### config.mk
export PLATFORM = sky130hd
export DESIGN_NAME = spurious_interrupt_acknowledge_cycle_vector_logic
export DESIGN_NICKNAME = d
export VERILOG_FILES = /design/src/spurious_interrupt_acknowledge_cycle_pkg.sv /design/src/spurious_interrupt_acknowledge_cycle_vector_logic.sv /design/src/level_pending_scan.sv
export VERILOG_INCLUDE_DIRS = /design/src /design/src/src
export SDC_FILE = /design/constraint.sdc
export NUM_CORES = 1
export LEC_CHECK = 0
export BUFFER_PORTS_ARGS = -buffer_cell sky130_fd_sc_hd__buf_2
export CAP_MARGIN = 40
export CORE_MARGIN = 3
export CORE_UTILIZATION = 40
export CTS_BUF_LIST = sky130_fd_sc_hd__clkbuf_8
export CTS_CLUSTER_DIAMETER = 60
export CTS_CLUSTER_SIZE = 28
export DETAILED_ROUTE_END_ITERATION = 6
export HOLD_SLACK_MARGIN = 0.08
export PLACE_DENSITY = 0.63
export SYNTH_ARGS = -nofsm -noshare
export SYNTH_HDL_FRONTEND = slang
export SYNTH_SLANG_ARGS = --single-unit
### constraint.sdc
create_clock -name clk -period 59.2 [get_ports clk]
set_clock_uncertainty 0.2 [all_clocks]
set_input_delay 8.88 -clock clk [delete_from_list [all_inputs] [get_ports clk]]
set_output_delay 8.88 -clock clk [all_outputs]
set_load 0.02 [all_outputs]
### src/spurious_interrupt_acknowledge_cycle_defines.svh
// constants of the spurious acknowledge vector path
`ifndef SPURIOUS_INTERRUPT_ACKNOWLEDGE_CYCLE_DEFINES_SVH
`define SPURIOUS_INTERRUPT_ACKNOWLEDGE_CYCLE_DEFINES_SVH
`define NUM_SOURCES        32
`define LEVEL_W            3
`define VECTOR_W           8
`define SOURCE_IDX_W       5
`define VECTOR_ZERO        8'h00
`define VECTOR_SPURIOUS    8'h18
`define VECTOR_BASE        8'h40
`define LOOKUP_CYCLES      2'h2
`define RESET_VECTOR       8'h00
`define RESET_LEVEL        3'h0
`endif

### src/spurious_interrupt_acknowledge_cycle_pkg.sv
// types of the spurious acknowledge vector path
package spurious_interrupt_acknowledge_cycle_pkg;
  typedef enum logic [1:0] {
    ACK_IDLE,
    ACK_LOOKUP,
    ACK_ANSWER
  } ack_state_t;
  typedef enum logic [1:0] {
    OUT_NORMAL,
    OUT_SPURIOUS,
    OUT_ZERO
  } ack_outcome_t;
endpackage

### src/spurious_interrupt_acknowledge_cycle_vector_logic.sv
// interrupt acknowledge vector return with spurious detection
// Functional notes
// detect spurious when acknowledged level has nothing
// other-level arrival clears spurious indication
// cleared indication then returns vector zero
// any other level, even lower, gives zero
// same-level arrival returns its own vector
// plain spurious acknowledge returns vector 24
// core raises mask before masking a source
// withdrawn or masked request makes acknowledge spurious
`include "spurious_interrupt_acknowledge_cycle_defines.svh"
module spurious_interrupt_acknowledge_cycle_vector_logic (
  input  wire logic                               clk,
  input  wire logic                               reset_n,
  input  wire logic [`NUM_SOURCES-1:0]            irq_pin,
  input  wire logic [`NUM_SOURCES-1:0]            source_mask_register,
  input  wire logic [`NUM_SOURCES*`LEVEL_W-1:0]   source_level,
  input  wire logic                               interrupt_acknowledge_cycle,
  input  wire logic [`LEVEL_W-1:0]                ack_level,
  output logic                                    vector_valid,
  output logic [`VECTOR_W-1:0]                    vector_number,
  output logic                                    spurious_flag,
  output logic [`LEVEL_W-1:0]                     highest_level
);
  import spurious_interrupt_acknowledge_cycle_pkg::*;

  // ----------------------------------------------------------------
  // input synchronisers
  // ----------------------------------------------------------------
  logic [`NUM_SOURCES-1:0] irq_meta_reg;
  logic [`NUM_SOURCES-1:0] irq_sync_reg;
  logic [`NUM_SOURCES-1:0] irq_prev_reg;

  // pins come from outside the clock, two stages before use
  always_ff @(posedge clk) begin
    if (!reset_n) begin
      irq_meta_reg <= '0;
      irq_sync_reg <= '0;
      irq_prev_reg <= '0;
    end else begin
      irq_meta_reg <= irq_pin;
      irq_sync_reg <= irq_meta_reg;
      irq_prev_reg <= irq_sync_reg;
    end
  end

  // ----------------------------------------------------------------
  // request decode
  // ----------------------------------------------------------------
  // masking a source simply drops it from the live set, so a masked
  // or withdrawn source can leave an acknowledge without a claimant
  wire logic [`NUM_SOURCES-1:0] req_live = irq_sync_reg & ~source_mask_register;
  wire logic [`NUM_SOURCES-1:0] new_arrival = irq_sync_reg & ~irq_prev_reg & ~source_mask_register;

  // level of a source, used for arrival classification and priority
  function automatic logic [`LEVEL_W-1:0] level_of(
    input logic [`NUM_SOURCES*`LEVEL_W-1:0] lv,
    input int                                idx
  );
    level_of = lv[idx*`LEVEL_W +: `LEVEL_W];
  endfunction

  // ----------------------------------------------------------------
  // state and held values
  // ----------------------------------------------------------------
  ack_state_t                state_reg,     state_next;
  logic [1:0]                count_reg,     count_next;
  logic [`LEVEL_W-1:0]       lvl_reg,       lvl_next;
  logic                      spur_reg,      spur_next;
  logic                      other_reg,     other_next;
  logic                      vvalid_reg,    vvalid_next;
  logic [`VECTOR_W-1:0]      vnum_reg,      vnum_next;
  logic [`LEVEL_W-1:0]       hi_reg,        hi_next;
  logic                      ack_prev_reg;

  wire logic                       scan_hit;
  wire logic [`SOURCE_IDX_W-1:0]   scan_idx;

  // one scan serves both the start check and the final lookup
  level_pending_scan u_scan (
    .req_live   (req_live),
    .src_level  (source_level),
    .scan_level (state_reg == ACK_IDLE ? ack_level : lvl_reg),
    .level_hit  (scan_hit),
    .level_idx  (scan_idx)
  );

  wire logic ack_start = interrupt_acknowledge_cycle && !ack_prev_reg;

  // arrivals at other levels versus the acknowledged one
  logic arrive_other;
  logic [`LEVEL_W-1:0] hi_level;
  always_comb begin
    arrive_other = 1'b0;
    hi_level     = `RESET_LEVEL;
    for (int i = 0; i < `NUM_SOURCES; i++) begin
      if (new_arrival[i] && level_of(source_level, i) != lvl_reg) begin
        arrive_other = 1'b1;
      end
      if (req_live[i] && level_of(source_level, i) > hi_level) begin
        hi_level = level_of(source_level, i);
      end
    end
  end

  // ----------------------------------------------------------------
  // acknowledge sequencer
  // ----------------------------------------------------------------
  // the spurious indication is kept across the lookup; an arrival at
  // another level wipes it, which reproduces the silicon behaviour
  always_comb begin
    state_next  = state_reg;
    count_next  = count_reg;
    lvl_next    = lvl_reg;
    spur_next   = spur_reg;
    other_next  = other_reg;
    vvalid_next = 1'b0;
    vnum_next   = vnum_reg;
    hi_next     = hi_level;
    case (state_reg)
      ACK_IDLE: begin
        if (ack_start) begin
          state_next = ACK_LOOKUP;
          count_next = `LOOKUP_CYCLES;
          lvl_next   = ack_level;
          spur_next  = !scan_hit;
          other_next = 1'b0;
        end
      end
      ACK_LOOKUP: begin
        if (spur_reg && arrive_other) begin
          spur_next  = 1'b0;
          other_next = 1'b1;
        end
        if (count_reg == 2'h1) begin
          state_next = ACK_ANSWER;
        end
        count_next = count_reg - 2'h1;
      end
      ACK_ANSWER: begin
        vvalid_next = 1'b1;
        state_next  = ACK_IDLE;
        // a claimant withdrawn during the lookup is spurious as well, so
        // only a cleared indication may fall through to vector zero
        if (scan_hit) begin
          // same-level arrival claims the acknowledge
          vnum_next = `VECTOR_BASE + {3'h0, scan_idx};
        end else if (other_reg) begin
          vnum_next = `VECTOR_ZERO;
        end else begin
          vnum_next = `VECTOR_SPURIOUS;
        end
      end
      default: begin
        state_next = ACK_IDLE;
      end
    endcase
  end

  always_ff @(posedge clk) begin
    if (!reset_n) begin
      state_reg    <= ACK_IDLE;
      count_reg    <= 2'h0;
      lvl_reg      <= `RESET_LEVEL;
      spur_reg     <= 1'b0;
      other_reg    <= 1'b0;
      vvalid_reg   <= 1'b0;
      vnum_reg     <= `RESET_VECTOR;
      hi_reg       <= `RESET_LEVEL;
      ack_prev_reg <= 1'b0;
    end else begin
      state_reg    <= state_next;
      count_reg    <= count_next;
      lvl_reg      <= lvl_next;
      spur_reg     <= spur_next;
      other_reg    <= other_next;
      vvalid_reg   <= vvalid_next;
      vnum_reg     <= vnum_next;
      hi_reg       <= hi_next;
      ack_prev_reg <= interrupt_acknowledge_cycle;
    end
  end

  // outputs straight from flip-flops
  assign vector_valid  = vvalid_reg;
  assign vector_number = vnum_reg;
  assign spurious_flag = spur_reg;
  assign highest_level = hi_reg;
endmodule

### src/level_pending_scan.sv
// scan of masked requests at the asked level into one pending flag and lowest source index
`include "spurious_interrupt_acknowledge_cycle_defines.svh"
module level_pending_scan (
  input  wire logic [`NUM_SOURCES-1:0]                 req_live,
  input  wire logic [`NUM_SOURCES*`LEVEL_W-1:0]        src_level,
  input  wire logic [`LEVEL_W-1:0]                     scan_level,
  output logic                                         level_hit,
  output logic [`SOURCE_IDX_W-1:0]                     level_idx
);
  // one match bit per source at the asked level
  wire logic [`NUM_SOURCES-1:0] match;
  genvar g;
  generate
    for (g = 0; g < `NUM_SOURCES; g = g + 1) begin : g_match
      assign match[g] = req_live[g] &&
                        (src_level[g*`LEVEL_W +: `LEVEL_W] == scan_level);
    end
  endgenerate

  // lowest index wins inside one level
  always_comb begin
    level_hit = 1'b0;
    level_idx = '0;
    for (int i = `NUM_SOURCES - 1; i >= 0; i--) begin
      if (match[i]) begin
        level_hit = 1'b1;
        level_idx = i[`SOURCE_IDX_W-1:0];
      end
    end
  end
endmodule

==> summary.md, run 1 <==
| Metric | Value |
|---|---|
| Maximum net fanout on the critical path | `7` |
| Slowest stage cell, crit path | `sky130_fd_sc_hd__or4b_2` |
| Max stage delay on crit path | `0.61 ns` |
| Total via count in the routed design | `roughly 10000` |
| Endpoint kind of the worst setup timing path | `flop` |
| Mapped Avg Cell Area | `roughly 7.7 sq um` |
| Area of all sequential standard cells | `2330 sq um` |
| Clock slew seen by the registers of the worst setup and hold paths | `about 0.080 ns` |
| Layout Area Growth over Synthesis | `15.5%` |
| RSZ-0062 raised after global routing | `no` |
| Cell taking the most area after synthesis | `sky130_fd_sc_hd__dfxtp_1` |
| Clock root buffer | `sky130_fd_sc_hd__clkbuf_8` |
| Effective utilization at floorplan | `41.2%` |
| Fraction of final layout cells with drive strength greater than 1 | `16.5%` |
| Die footprint | `28200 sq um` |
| Largest net degree at the start of global routing | `82` |
| Length of routed met3 wiring | `between 2 and 2.5 mm` |
| Global placer's final weighted congestion | `0.918` |
| Clock latency of the later-clocked register in the worst-skew pair | `roughly 0.45 ns` |
| Average via count per standard cell | `5.62` |
| Number of enable-type register cells in the synthesized netlist | `0` |
| Outcome | `completed` |
| Detailed-route wire length | `between 30 and 40 mm` |
| Final Core Density | `47.6%` |
| Leakage Power | `around 5.0 nW` |
| Max-slew headroom at the worst pin | `39.1%` |
| Top post-synthesis cells by area | `sky130_fd_sc_hd__dfxtp_1 (22%), sky130_fd_sc_hd__xnor2_1 (13%), sky130_fd_sc_hd__and2_1 (7.1%), sky130_fd_sc_hd__ha_1 (4.5%), sky130_fd_sc_hd__nor2_1 (3.6%)` |
| Max-capacitance violation count | `0` |
| Row count | `58` |
| Most common library cells after synthesis | `sky130_fd_sc_hd__xnor2_1 (152), sky130_fd_sc_hd__and2_1 (119), sky130_fd_sc_hd__dfxtp_1 (116)` |
| Number of hold buffers added after cts | `0` |
| Port bufs | `approximately 180` |
| TritonCTS clock tree | `done` |
| Primary FF master, synth | `sky130_fd_sc_hd__dfxtp_1` |
| Overall fraction of global-route tracks in use | `between 20% and 30%` |
| Count of final hold-check violations | `0` |
| Worst Tran Pin Value | `0.902 ns` |
| Period Utilization, post-route | `between 80% and 90%` |
| Detail Route met2 WL | `15.0 mm` |
| Data required time of the critical path | `59.35 ns` |
| First-pass GRT wire length | `51.3 mm` |
| Setup repair bufs after CTS | `0` |
| Proportion of synthesized chip area in sequential cells | `22.1%` |
| Count of H-tree levels built during CTS | `4` |
| Startpoint class of the critical path | `primary input` |
| Worst endpoint data arrival time | `just under 50 ns` |
| Die span in y | `168 um` |
| Gate Count Post-Synth | `1365` |
| HPWL after DPL | `24.8 mm` |
| Layout net count | `between 1500 and 2000` |
| Clock buffers created by TritonCTS | `17` |
| Fill cells | `2575` |
| Max Root-Sink Buffers | `2` |
| Number of unique standard cell types used by synthesis | `87` |
| Aggregate global routing overflow | `0` |
| Power density of the placed cells | `21.5 nW/um^2` |
| Number of synthesized register bits | `approximately 120` |
| Max-slew violation total from the final report | `0` |
| IR drop worst, VDD | `0.0000109 V` |
| Ys Warns | `0` |
| Instance count along the most critical hold path | `1` |
| X dimension of the die | `168 um` |
| Count of cells resized by post-cts repair | `0` |
| Drt initial violations | `876` |
| Final critical delay including setup and external delays | `approximately 48 ns` |
| DRT met1 WL | `around 14 mm` |
| Via count of the first global-routing pass | `9917` |
| Final total negative setup slack | `0 ns` |
| Achievable frequency | `20.7 MHz` |
| Final setup viols | `0` |
| Post-synth ARST share | `0%` |
| Core footprint | `25500 sq um` |
| Logic depth of the worst register-to-register path | `205` |
| Cell area after synthesis | `between 10000 and 15000 sq um` |
| Initial antenna violation count | `0` |
| Remaining design rule violation count | `0` |
| Multi-input gate area in the final layout | `7670 sq um` |
| Max layer used | `met4` |
| Classification of the worst-slack hold path | `reg2reg` |
| DRT antenna net count | `0` |
| Type of the setup path with the least slack | `in2reg` |
| Detailed-router iteration count before antenna repair | `6` |
| Total clock sinks | `~120` |
| ANT cells | `0` |
| Number of top-level design ports | `179` |
| Post-synth top area share | `22.1%` |
| Average wire length per cell after detail routing | `17.4 um` |
| Most instantiated library cell after synthesis | `sky130_fd_sc_hd__xnor2_1` |
worst max-delay path: cells and delay by family:
kind	cells	cell delay, ns
compound gates	83	16.93
fa+ha+maj	35	9.48
buf+inv	11	0.79
mux	6	1.86
simple gates	71	10.37
layer usage:
metal / global-route usage [%] / up-vias
li1: - / 5146
met1: 29.4 / 4823
met2: 37.2 / 380
met3: 4.58 / 46
met4: 5.83 / 0
met5: 0 / -
kinds of logic (layout without fill, tap and decap cells):
kind of cell,count (synthesis),after routing,share of synthesized area [%]
AOI/OAI and AO/OA,320,320,22.5
xor gates and xnor gates,192,192,16.0
adders and majority gates,44,44,5.13
buffers and inverters,142,297,5.20
DFF,116,116,22.1
muxes,18,18,1.79
other,1,2,0.0357
and+or+nand+nor,532,532,27.2
report_power, final:
group	total [mW]	internal, mW	switching [mW]
sequential	0.0829	0.0815	0.00141
clock	0.0863	0.0498	0.0365
combinational	0.0911	0.0386	0.0525
total	0.260	0.170	0.0904
area by class of cell:
class,instances,area share (%)
clock buffers,21,2.38
clock inverters,10,1.27
inverters,79,2.45
multi-input cells,1108,63.3
flip-flops and latches,116,19.2
well taps,330,3.41
repair buffers,187,8.04
final timing paths:
path	from	to	slack, ns
setup reg to reg	irq_sync_reg[0]	highest_level[0]	19.21
setup / recovery	source_mask_register[0]	highest_level[0]	11.00
hold / removal	irq_meta_reg[1]	irq_sync_reg[1]	0.23
hold reg to reg	irq_meta_reg[1]	irq_sync_reg[1]	0.23
metrics by stage:
step / hold WS, ns / setup WS (ns) / total power [mW] / instance area, sq um / cells
floorplan: 0.212 / 15.26 / 0.150 / 10500 / 1366
CTS: 0.228 / 11.28 / 0.262 / 12100 / 1851
global placement: 0.213 / 11.97 / 0.172 / 11600 / 1816
finish: 0.228 / 11.00 / 0.260 / 12100 / 1851
global route: 0.245 / 7.21 / 0.277 / 12100 / 1851
detailed placement: 0.218 / 10.89 / 0.175 / 11700 / 1820
cell usage in the layout (no fill, tap or decap), drive strengths merged, types with 9 or more instances in the layout:
cell    Yosys  layout
and2      119     119
buf        14     187
nand4      15      15
nor3       34      34
dfxtp     116     116
o31ai      16      16
o21a       10      10
a21boi     13      13
inv        78      79
nand2b     33      33
a21oi      46      46
nor2      102     102
o41ai       9       9
nor4       36      36
clkbuf     49      21
a311oi     28      28
nor3b      10      10
a211oi     22      22
and3       11      11
nand3      27      27
a21o       16      16
a31oi      28      28
nand2      79      79
ha         38      38
mux2i      12      12
nor2b      37      37
xor2       40      40
o21ai      46      46
xnor2     152     152
Power figures use the tool's default switching activity.
==> run 2, diff against run 1 <==
Settings changed: ABC_AREA set to 1, PLACE_DENSITY 0.63 to 0.66.
Clock period 59.2 ns to 43.2 ns, I/O delays scaled along.
==> run 2 against run 1 <==
Sequential power increased by 38%. Power increased by 38%. Area after synthesis shrank 7.9%. Die area down 7.7%. Non-clock buffer count decreased by 1. Cell area shrank 6.7%. Setup slack got worse by 4.6 ns. Global-route usage is 0.35 points lower. Critical path type unchanged. Largest power group unchanged. Highest routed layer is now met5.
==> summary.md, run 2 <==
| Metric | Value |
|---|---|
| Post-placement cell area | `10900 sq um` |
| Max-slew violation total from the final report | `0` |
| Maximum net fanout on the critical path | `6` |
| Total instance count after detailed placement | `between 1500 and 2000` |
| Max Root-Sink Buffers | `2` |
| Pre-CTS setup slack | `6.05 ns` |
| Commonest non-fill, non-tap cell in the layout | `sky130_fd_sc_hd__inv_1` |
| Outcome | `completed` |
| Total power | `0.359 mW` |
| Average via count per standard cell | `5.02` |
| Final critical delay including setup and external delays | `36.76 ns` |
| Primary FF master, synth | `sky130_fd_sc_hd__dfxtp_1` |
| Number of enable-type register cells in the synthesized netlist | `0` |
| Count of cells resized by post-cts repair | `0` |
| Number of standard cells in the layout, taps in and fillers out | `1973` |
| Gate Count Post-Synth | `1476` |
| HPWL after DPL | `22.2 mm` |
| Sw Share | `38.1%` |
| Buffering stage count on the worst path with inverters included | `26` |
| Count of H-tree levels built during CTS | `4` |
| Row count | `56` |
| Worst Tran Pin Value | `roughly 0.81 ns` |
| Classification of the worst-slack hold path | `reg2reg` |
| Power spent charging and discharging nets | `0.137 mW` |
| Fraction of final layout cells with drive strength greater than 1 | `19.7%` |
| Overall fraction of global-route tracks in use | `about 22%` |
| Instance count along the most critical hold path | `2` |
| Number of top-level design ports | `179` |
| Worst endpoint data arrival time | `36.93 ns` |
| Clock slew seen by the registers of the worst setup and hold paths | `0.08 ns` |
| Hold Worst Slack | `0.214 ns` |
| Number of hold buffers added after cts | `0` |
| Final Core Density | `47.9%` |
| TritonCTS clock tree | `done` |
| Mapped Avg Cell Area | `6.54 sq um` |
| DRT antenna net count | `0` |
| Type of the setup path with the least slack | `in2reg` |
| Die footprint | `26000 sq um` |
| Proportion of synthesized chip area in sequential cells | `24.0%` |
| Finished Cell Area | `between 10000 and 15000 sq um` |
| IR drop worst, VDD | `between 0.000015 and 0.00002 V` |
| Final setup viols | `0` |
| Via count of the first global-routing pass | `between 9000 and 10000` |
| Achievable frequency | `27.2 MHz` |
| Fill cells | `2511` |
| Top post-synthesis cells by area | `sky130_fd_sc_hd__dfxtp_1 (24%), sky130_fd_sc_hd__inv_1 (13%), sky130_fd_sc_hd__nand2_1 (10%), sky130_fd_sc_hd__xnor2_1 (6.2%), sky130_fd_sc_hd__ha_1 (4.9%)` |
| Number of gates on the worst path with buffers counted | `195` |
| Max-slew headroom at the worst pin | `between 40% and 50%` |
| Final total negative setup slack | `0 ns` |
| Slowest stage cell, crit path | `sky130_fd_sc_hd__o32a_2` |
| Average wire length per cell after detail routing | `14.7 um` |
| Reg power frac | `31.8%` |
| Power density of the placed cells | `31.7 nW/um^2` |
| Ys Warns | `0` |
| Global placer's final weighted congestion | `0.894` |
| Multi-input gate area in the final layout | `5950 sq um` |
| Leakage Power | `6.28 nW` |
| Remaining design rule violation count | `0` |
| Number of unique standard cell types used by synthesis | `46` |
| Total via count in the routed design | `approximately 10000` |
| Die span in y | `161 um` |
| Worst flop-to-flop path startpoint | `irq_sync_reg[0]` |
| Logic depth of the worst register-to-register path | `approximately 200` |
| Max-capacitance violation count | `0` |
| Area of all sequential standard cells | `2330 sq um` |
| Clock root buffer | `sky130_fd_sc_hd__clkbuf_8` |
| Layout Area Growth over Synthesis | `17.1%` |
| Top library cells by usage in the layout, fill and taps aside | `sky130_fd_sc_hd__inv_1 (327), sky130_fd_sc_hd__nand2_1 (261), sky130_fd_sc_hd__buf_2 (176), sky130_fd_sc_hd__dfxtp_1 (113), sky130_fd_sc_hd__a21oi_1 (83)` |
| Initial antenna violation count | `1` |
| Post-synth ARST share | `0%` |
| Number of synthesized register bits | `about 120` |
| Cell area after synthesis | `9660 sq um` |
| Most common library cells after synthesis | `sky130_fd_sc_hd__inv_1 (327), sky130_fd_sc_hd__nand2_1 (261), sky130_fd_sc_hd__dfxtp_1 (116)` |
| Aggregate global routing overflow | `0` |
| Most instantiated library cell after synthesis | `sky130_fd_sc_hd__inv_1` |
| Dominant cell type by count on the critical path | `sky130_fd_sc_hd__nand2_2` |
| Clock buffers created by TritonCTS | `17` |
| Setup repair bufs after CTS | `0` |
| Detailed-router iteration count before antenna repair | `5` |
| Largest net degree at the start of global routing | `64` |
| Effective utilization at floorplan | `between 40 and 50%` |
| X dimension of the die | `around 160 um` |
| Crit path launch | `source_mask_register[0]` |
| Endpoint kind of the worst setup timing path | `flop` |
| Crit path capture | `highest_level[0]` |
| Core footprint | `23600 sq um` |
| Internal power | `roughly 0.22 mW` |
| Capturing point of the worst reg2reg path | `highest_level[0]` |
| Count of final hold-check violations | `0` |
| Portion of total power attributed to the clock network | `31.0%` |
| Setup slack of the most critical reg-to-reg path | `12.20 ns` |
| Layout net count | `approximately 1800` |
| Cell taking the most area after synthesis | `sky130_fd_sc_hd__dfxtp_1` |
| Cell family contributing the most delay on the critical path | `compound AO/OA/AOI/OAI gates` |
| Combinational share of power | `37.2%` |
| Setup slack of the critical path after layout | `6.44 ns` |
| Period Utilization, post-route | `between 80 and 90%` |
| RSZ-0062 raised after global routing | `no` |
| Total clock sinks | `116` |
| Post-synth top area share | `approximately a quarter` |
| Port bufs | `176` |
| Clock latency of the later-clocked register in the worst-skew pair | `0.46 ns` |
| Max stage delay on crit path | `slightly below 0.4 ns` |
| First-pass GRT wire length | `46.1 mm` |
| Data required time of the critical path | `~43 ns` |
| Startpoint class of the critical path | `primary input` |
| Detailed-route wire length | `29.0 mm` |
| Drt initial violations | `608` |
-- run 2: cell count changes after synthesis, moves of 36 or more --
cell,before,now
sky130_fd_sc_hd__and2_1,119,1
sky130_fd_sc_hd__nand2_2,0,76
sky130_fd_sc_hd__nand3_1,27,76
sky130_fd_sc_hd__inv_1,78,327
sky130_fd_sc_hd__xnor2_1,152,68
sky130_fd_sc_hd__a21oi_1,45,83
sky130_fd_sc_hd__nand2_1,79,261
sky130_fd_sc_hd__nor2b_1,36,0
-- run 2: area by class of cell --
class / instances / share of cell area (%)
Multi-Input combinational cell: 990 / 52.6
Sequential cell: 116 / 20.6
Inverter: 329 / 10.9
Timing Repair Buffer: 186 / 8.63
Tap cell: 319 / 3.53
Clock buffer: 17 / 2.07
Clock inverter: 15 / 1.63
Antenna cell: 1 / 0.0221
-- run 2: worst min path at each step --
stage | to | from | slack (ns)
finish | irq_sync_reg[17] | irq_meta_reg[17] | 0.21
global route | irq_sync_reg[18] | irq_meta_reg[18] | 0.22
CTS | irq_sync_reg[17] | irq_meta_reg[17] | 0.21
detailed placement | irq_sync_reg[18] | irq_meta_reg[18] | 0.20
global placement | irq_sync_reg[19] | irq_meta_reg[19] | 0.19
floorplan | irq_sync_reg[0] | irq_meta_reg[0] | 0.19
-- run 2: logic make-up after synthesis --
group	after synthesis	synth area share [%]
buf+inv	371	14.5
xor+xnor	120	10.9
other cells	1	0.0388
fa+ha+maj	38	4.92
compound gates	293	19.9
simple gates	537	25.7
flops	116	24.0
-- run 2: power groups by stage --
stage	registers [mW]	logic, mW	clock network [mW]
floorplan	0.117	0.0963	0
global placement	0.116	0.128	0
global route	0.114	0.151	0.118
finish	0.114	0.134	0.111
CTS	0.114	0.133	0.114
detailed placement	0.116	0.132	0
-- run 2: tightest hold or removal path, stage by stage (launching register included) --
cell	delay [ns]
sky130_fd_sc_hd__dfxtp_1	0.31
sky130_fd_sc_hd__nand2_1	0.05
sky130_fd_sc_hd__inv_1	0.04
-- run 2: routing by layer --
metal / routed length (um) / GRT usage (%) / vias up
met5: 13 / 0 / -
met2: 13800 / 37.5 / 281
met3: 1790 / 4.31 / 48
met4: 597 / 6.53 / 2
li1: - / - / 5076
met1: 12700 / 28.0 / 4491
==> run 3, diff against run 2 <==
Settings changed: CELL_PAD_IN_SITES_DETAIL_PLACEMENT set to 1, CELL_PAD_IN_SITES_GLOBAL_PLACEMENT set to 1, CORE_UTILIZATION 40 to 37, PLACE_DENSITY 0.66 to 0.82, RECOVER_POWER set to 50, SKIP_LAST_GASP set to 1.
==> run 3 against run 2 <==
The flow now finishes with violations (max-capacitance violations, max-slew violations). Largest cell class unchanged. Worst hold slack got worse by 0.0053 ns. Maximum frequency decreased by 1.8%. Count of clock-buffer cells in the layout increased by 2. Critical endpoint unchanged. Power increased by 3.8%. Combinational power increased by 3%. Cell area increased by 0.37%. Critical path depth increased by 1.
==> summary.md, run 3 (synthesis results as in run 2) <==
| Metric | Value |
|---|---|
| DRT met1 WL | `14.3 mm` |
| Endpoint kind of the worst setup timing path | `flop` |
| TritonCTS clock tree | `done` |
| Total clock sinks | `116` |
| Detail Route met2 WL | `16.2 mm` |
| Detailed-router iteration count before antenna repair | `5` |
| Top library cells by usage in the layout, fill and taps aside | `sky130_fd_sc_hd__inv_1 (326), sky130_fd_sc_hd__nand2_1 (261), sky130_fd_sc_hd__buf_2 (176), sky130_fd_sc_hd__dfxtp_1 (113), sky130_fd_sc_hd__a21oi_1 (83)` |
| IR drop worst, VDD | `0.0000138 V` |
| Commonest non-fill, non-tap cell in the layout | `sky130_fd_sc_hd__inv_1` |
| First-pass GRT wire length | `51.9 mm` |
| Worst endpoint data arrival time | `37.60 ns` |
| Average via count per standard cell | `5.16` |
| Instance count along the most critical hold path | `2` |
| Length of routed met3 wiring | `approximately 1.5 mm` |
| Final Core Density | `44.7%` |
| X dimension of the die | `approximately 170 um` |
| Logic depth of the worst register-to-register path | `between 150 and 200` |
| Average wire length per cell after detail routing | `approximately 16 um` |
| Max Root-Sink Buffers | `2` |
| RSZ-0062 raised after global routing | `no` |
| Outcome | `complete, but fails checks` |
| Row count | `58` |
| Worst Tran Pin Value | `roughly 3.4 ns` |
| Capturing point of the worst reg2reg path | `highest_level[0]` |
| Max-slew violation total from the final report | `111` |
| Number of gates on the worst path with buffers counted | `196` |
| Overall fraction of global-route tracks in use | `22.8%` |
| Finished Cell Area | `~11000 sq um` |
| Classification of the worst-slack hold path | `reg2reg` |
| Post-placement cell area | `10900 sq um` |
| Number of top-level design ports | `between 150 and 200` |
| Count of H-tree levels built during CTS | `4` |
| Setup slack of the most critical reg-to-reg path | `approximately 12 ns` |
| Dominant cell type by count on the critical path | `sky130_fd_sc_hd__nand2_2` |
| Buffering stage count on the worst path with inverters included | `21` |
| Max-capacitance violation count | `2` |
| Hold wc startpoint | `irq_meta_reg[12]` |
| Max-slew headroom at the worst pin | `-125%` |
| Achievable frequency | `~27 MHz` |
| Slowest stage cell, crit path | `sky130_fd_sc_hd__o32a_2` |
| ANT cells | `0` |
| Leakage Power | `between 6 and 7 nW` |
| Largest net degree at the start of global routing | `76` |
| Via count of the first global-routing pass | `10500` |
| Layout net count | `between 1500 and 2000` |
| Setup slack of the critical path after layout | `between 5 and 6 ns` |
| Clock buffers created by TritonCTS | `17` |
| Data required time of the critical path | `approximately 43 ns` |
| Detailed-route wire length | `32.6 mm` |
| Power density of the placed cells | `roughly 33 nW/um^2` |
| Clock latency of the later-clocked register in the worst-skew pair | `0.48 ns` |
| Final setup viols | `0` |
| Port bufs | `roughly 180` |
| Final total negative setup slack | `0 ns` |
| Total instance count after detailed placement | `around 2000` |
| Type of the setup path with the least slack | `in2reg` |
| Aggregate global routing overflow | `0` |
| Die footprint | `between 20000 and 30000 sq um` |
| Terminating pin of the worst hold path | `irq_sync_reg[12]` |
| Cell family contributing the most delay on the critical path | `compound AO/OA/AOI/OAI gates` |
| Pre-CTS setup slack | `between 5 and 6 ns` |
| Clock root buffer | `sky130_fd_sc_hd__clkbuf_8` |
| Max layer used | `met4` |
| HPWL after DPL | `25.3 mm` |
| Initial antenna violation count | `0` |
| Global placer's final weighted congestion | `0.883` |
| Clock slew seen by the registers of the worst setup and hold paths | `0.09 ns` |
| Setup repair bufs after CTS | `0` |
| Worst flop-to-flop path startpoint | `irq_sync_reg[0]` |
| Drt initial violations | `444` |
| Die span in y | `about 170 um` |
| Period Utilization, post-route | `86.6%` |
| Count of final hold-check violations | `0` |
| Failing checks | `max-capacitance violations, max-slew violations` |
| Startpoint class of the critical path | `primary input` |
| Fraction of final layout cells with drive strength greater than 1 | `between 15 and 20%` |
| Layout Area Growth over Synthesis | `17.5%` |
| Remaining design rule violation count | `0` |
| Max stage delay on crit path | `0.39 ns` |
| Total via count in the routed design | `a little over 10000` |
| Final critical delay including setup and external delays | `37.42 ns` |
| Effective utilization at floorplan | `38.0%` |
| Number of hold buffers added after cts | `0` |
| Number of standard cells in the layout, taps in and fillers out | `1983` |
| Maximum net fanout on the critical path | `6` |
| DRT antenna net count | `0` |
| Fill cells | `3453` |
| Core footprint | `25400 sq um` |
| Count of cells resized by post-cts repair | `0` |
-- run 3: worst reg2reg max path: cells and delay by family (launching register included) --
kind                       cells  cell delay, ns
AOI/OAI and AO/OA             59           12.67
buffers and inverters         21            1.61
and+or+nand+nor               84            7.85
adders and majority gates     31            8.98
DFF                            1            0.34
-- run 3: worst max path at each step --
stage                                 start                to  slack, ns
global route                source_level[2]  highest_level[1]       2.95
floorplan           source_mask_register[0]  highest_level[0]       8.50
detailed placement          source_level[2]  highest_level[0]       5.45
finish                      source_level[2]  highest_level[0]       5.78
global placement    source_mask_register[0]  highest_level[1]       6.86
CTS                         source_level[2]  highest_level[0]       5.79
-- run 3: cell type report --
type                    instances  area [sq um]  share of cell area (%)
clock buffers                  19           262                    2.30
clock inverters                13           194                    1.71
inverters                     329          1240                    10.9
multi-input cells             990          5950                    52.4
flip-flops and latches        116          2330                    20.5
well taps                     330           413                    3.64
repair buffers                186           968                    8.53
-- run 3: metrics by stage --
step           total power, mW  hold slack [ns]
6_report                 0.372            0.209
3_3_place_gp             0.245            0.192
3_5_place_dp             0.253            0.200
5_1_grt                  0.398            0.220
2_1_floorplan            0.213            0.190
4_1_cts                  0.374            0.212
-- run 3: per-layer routing --
| metal | track usage, % | vias up |
|---|---|---|
| met2 | 41.1 | 214 |
| met4 | 6.55 | 0 |
| met5 | 0 | - |
| met3 | 4.08 | 49 |
| met1 | 27.6 | 4895 |
| li1 | - | 5071 |
-- run 3: report_power, final --
group          internal (mW)  switching, mW  total (mW)
sequential             0.112        0.00195       0.114
clock                 0.0667         0.0539       0.121
combinational         0.0531         0.0848       0.138
total                  0.232          0.141       0.372
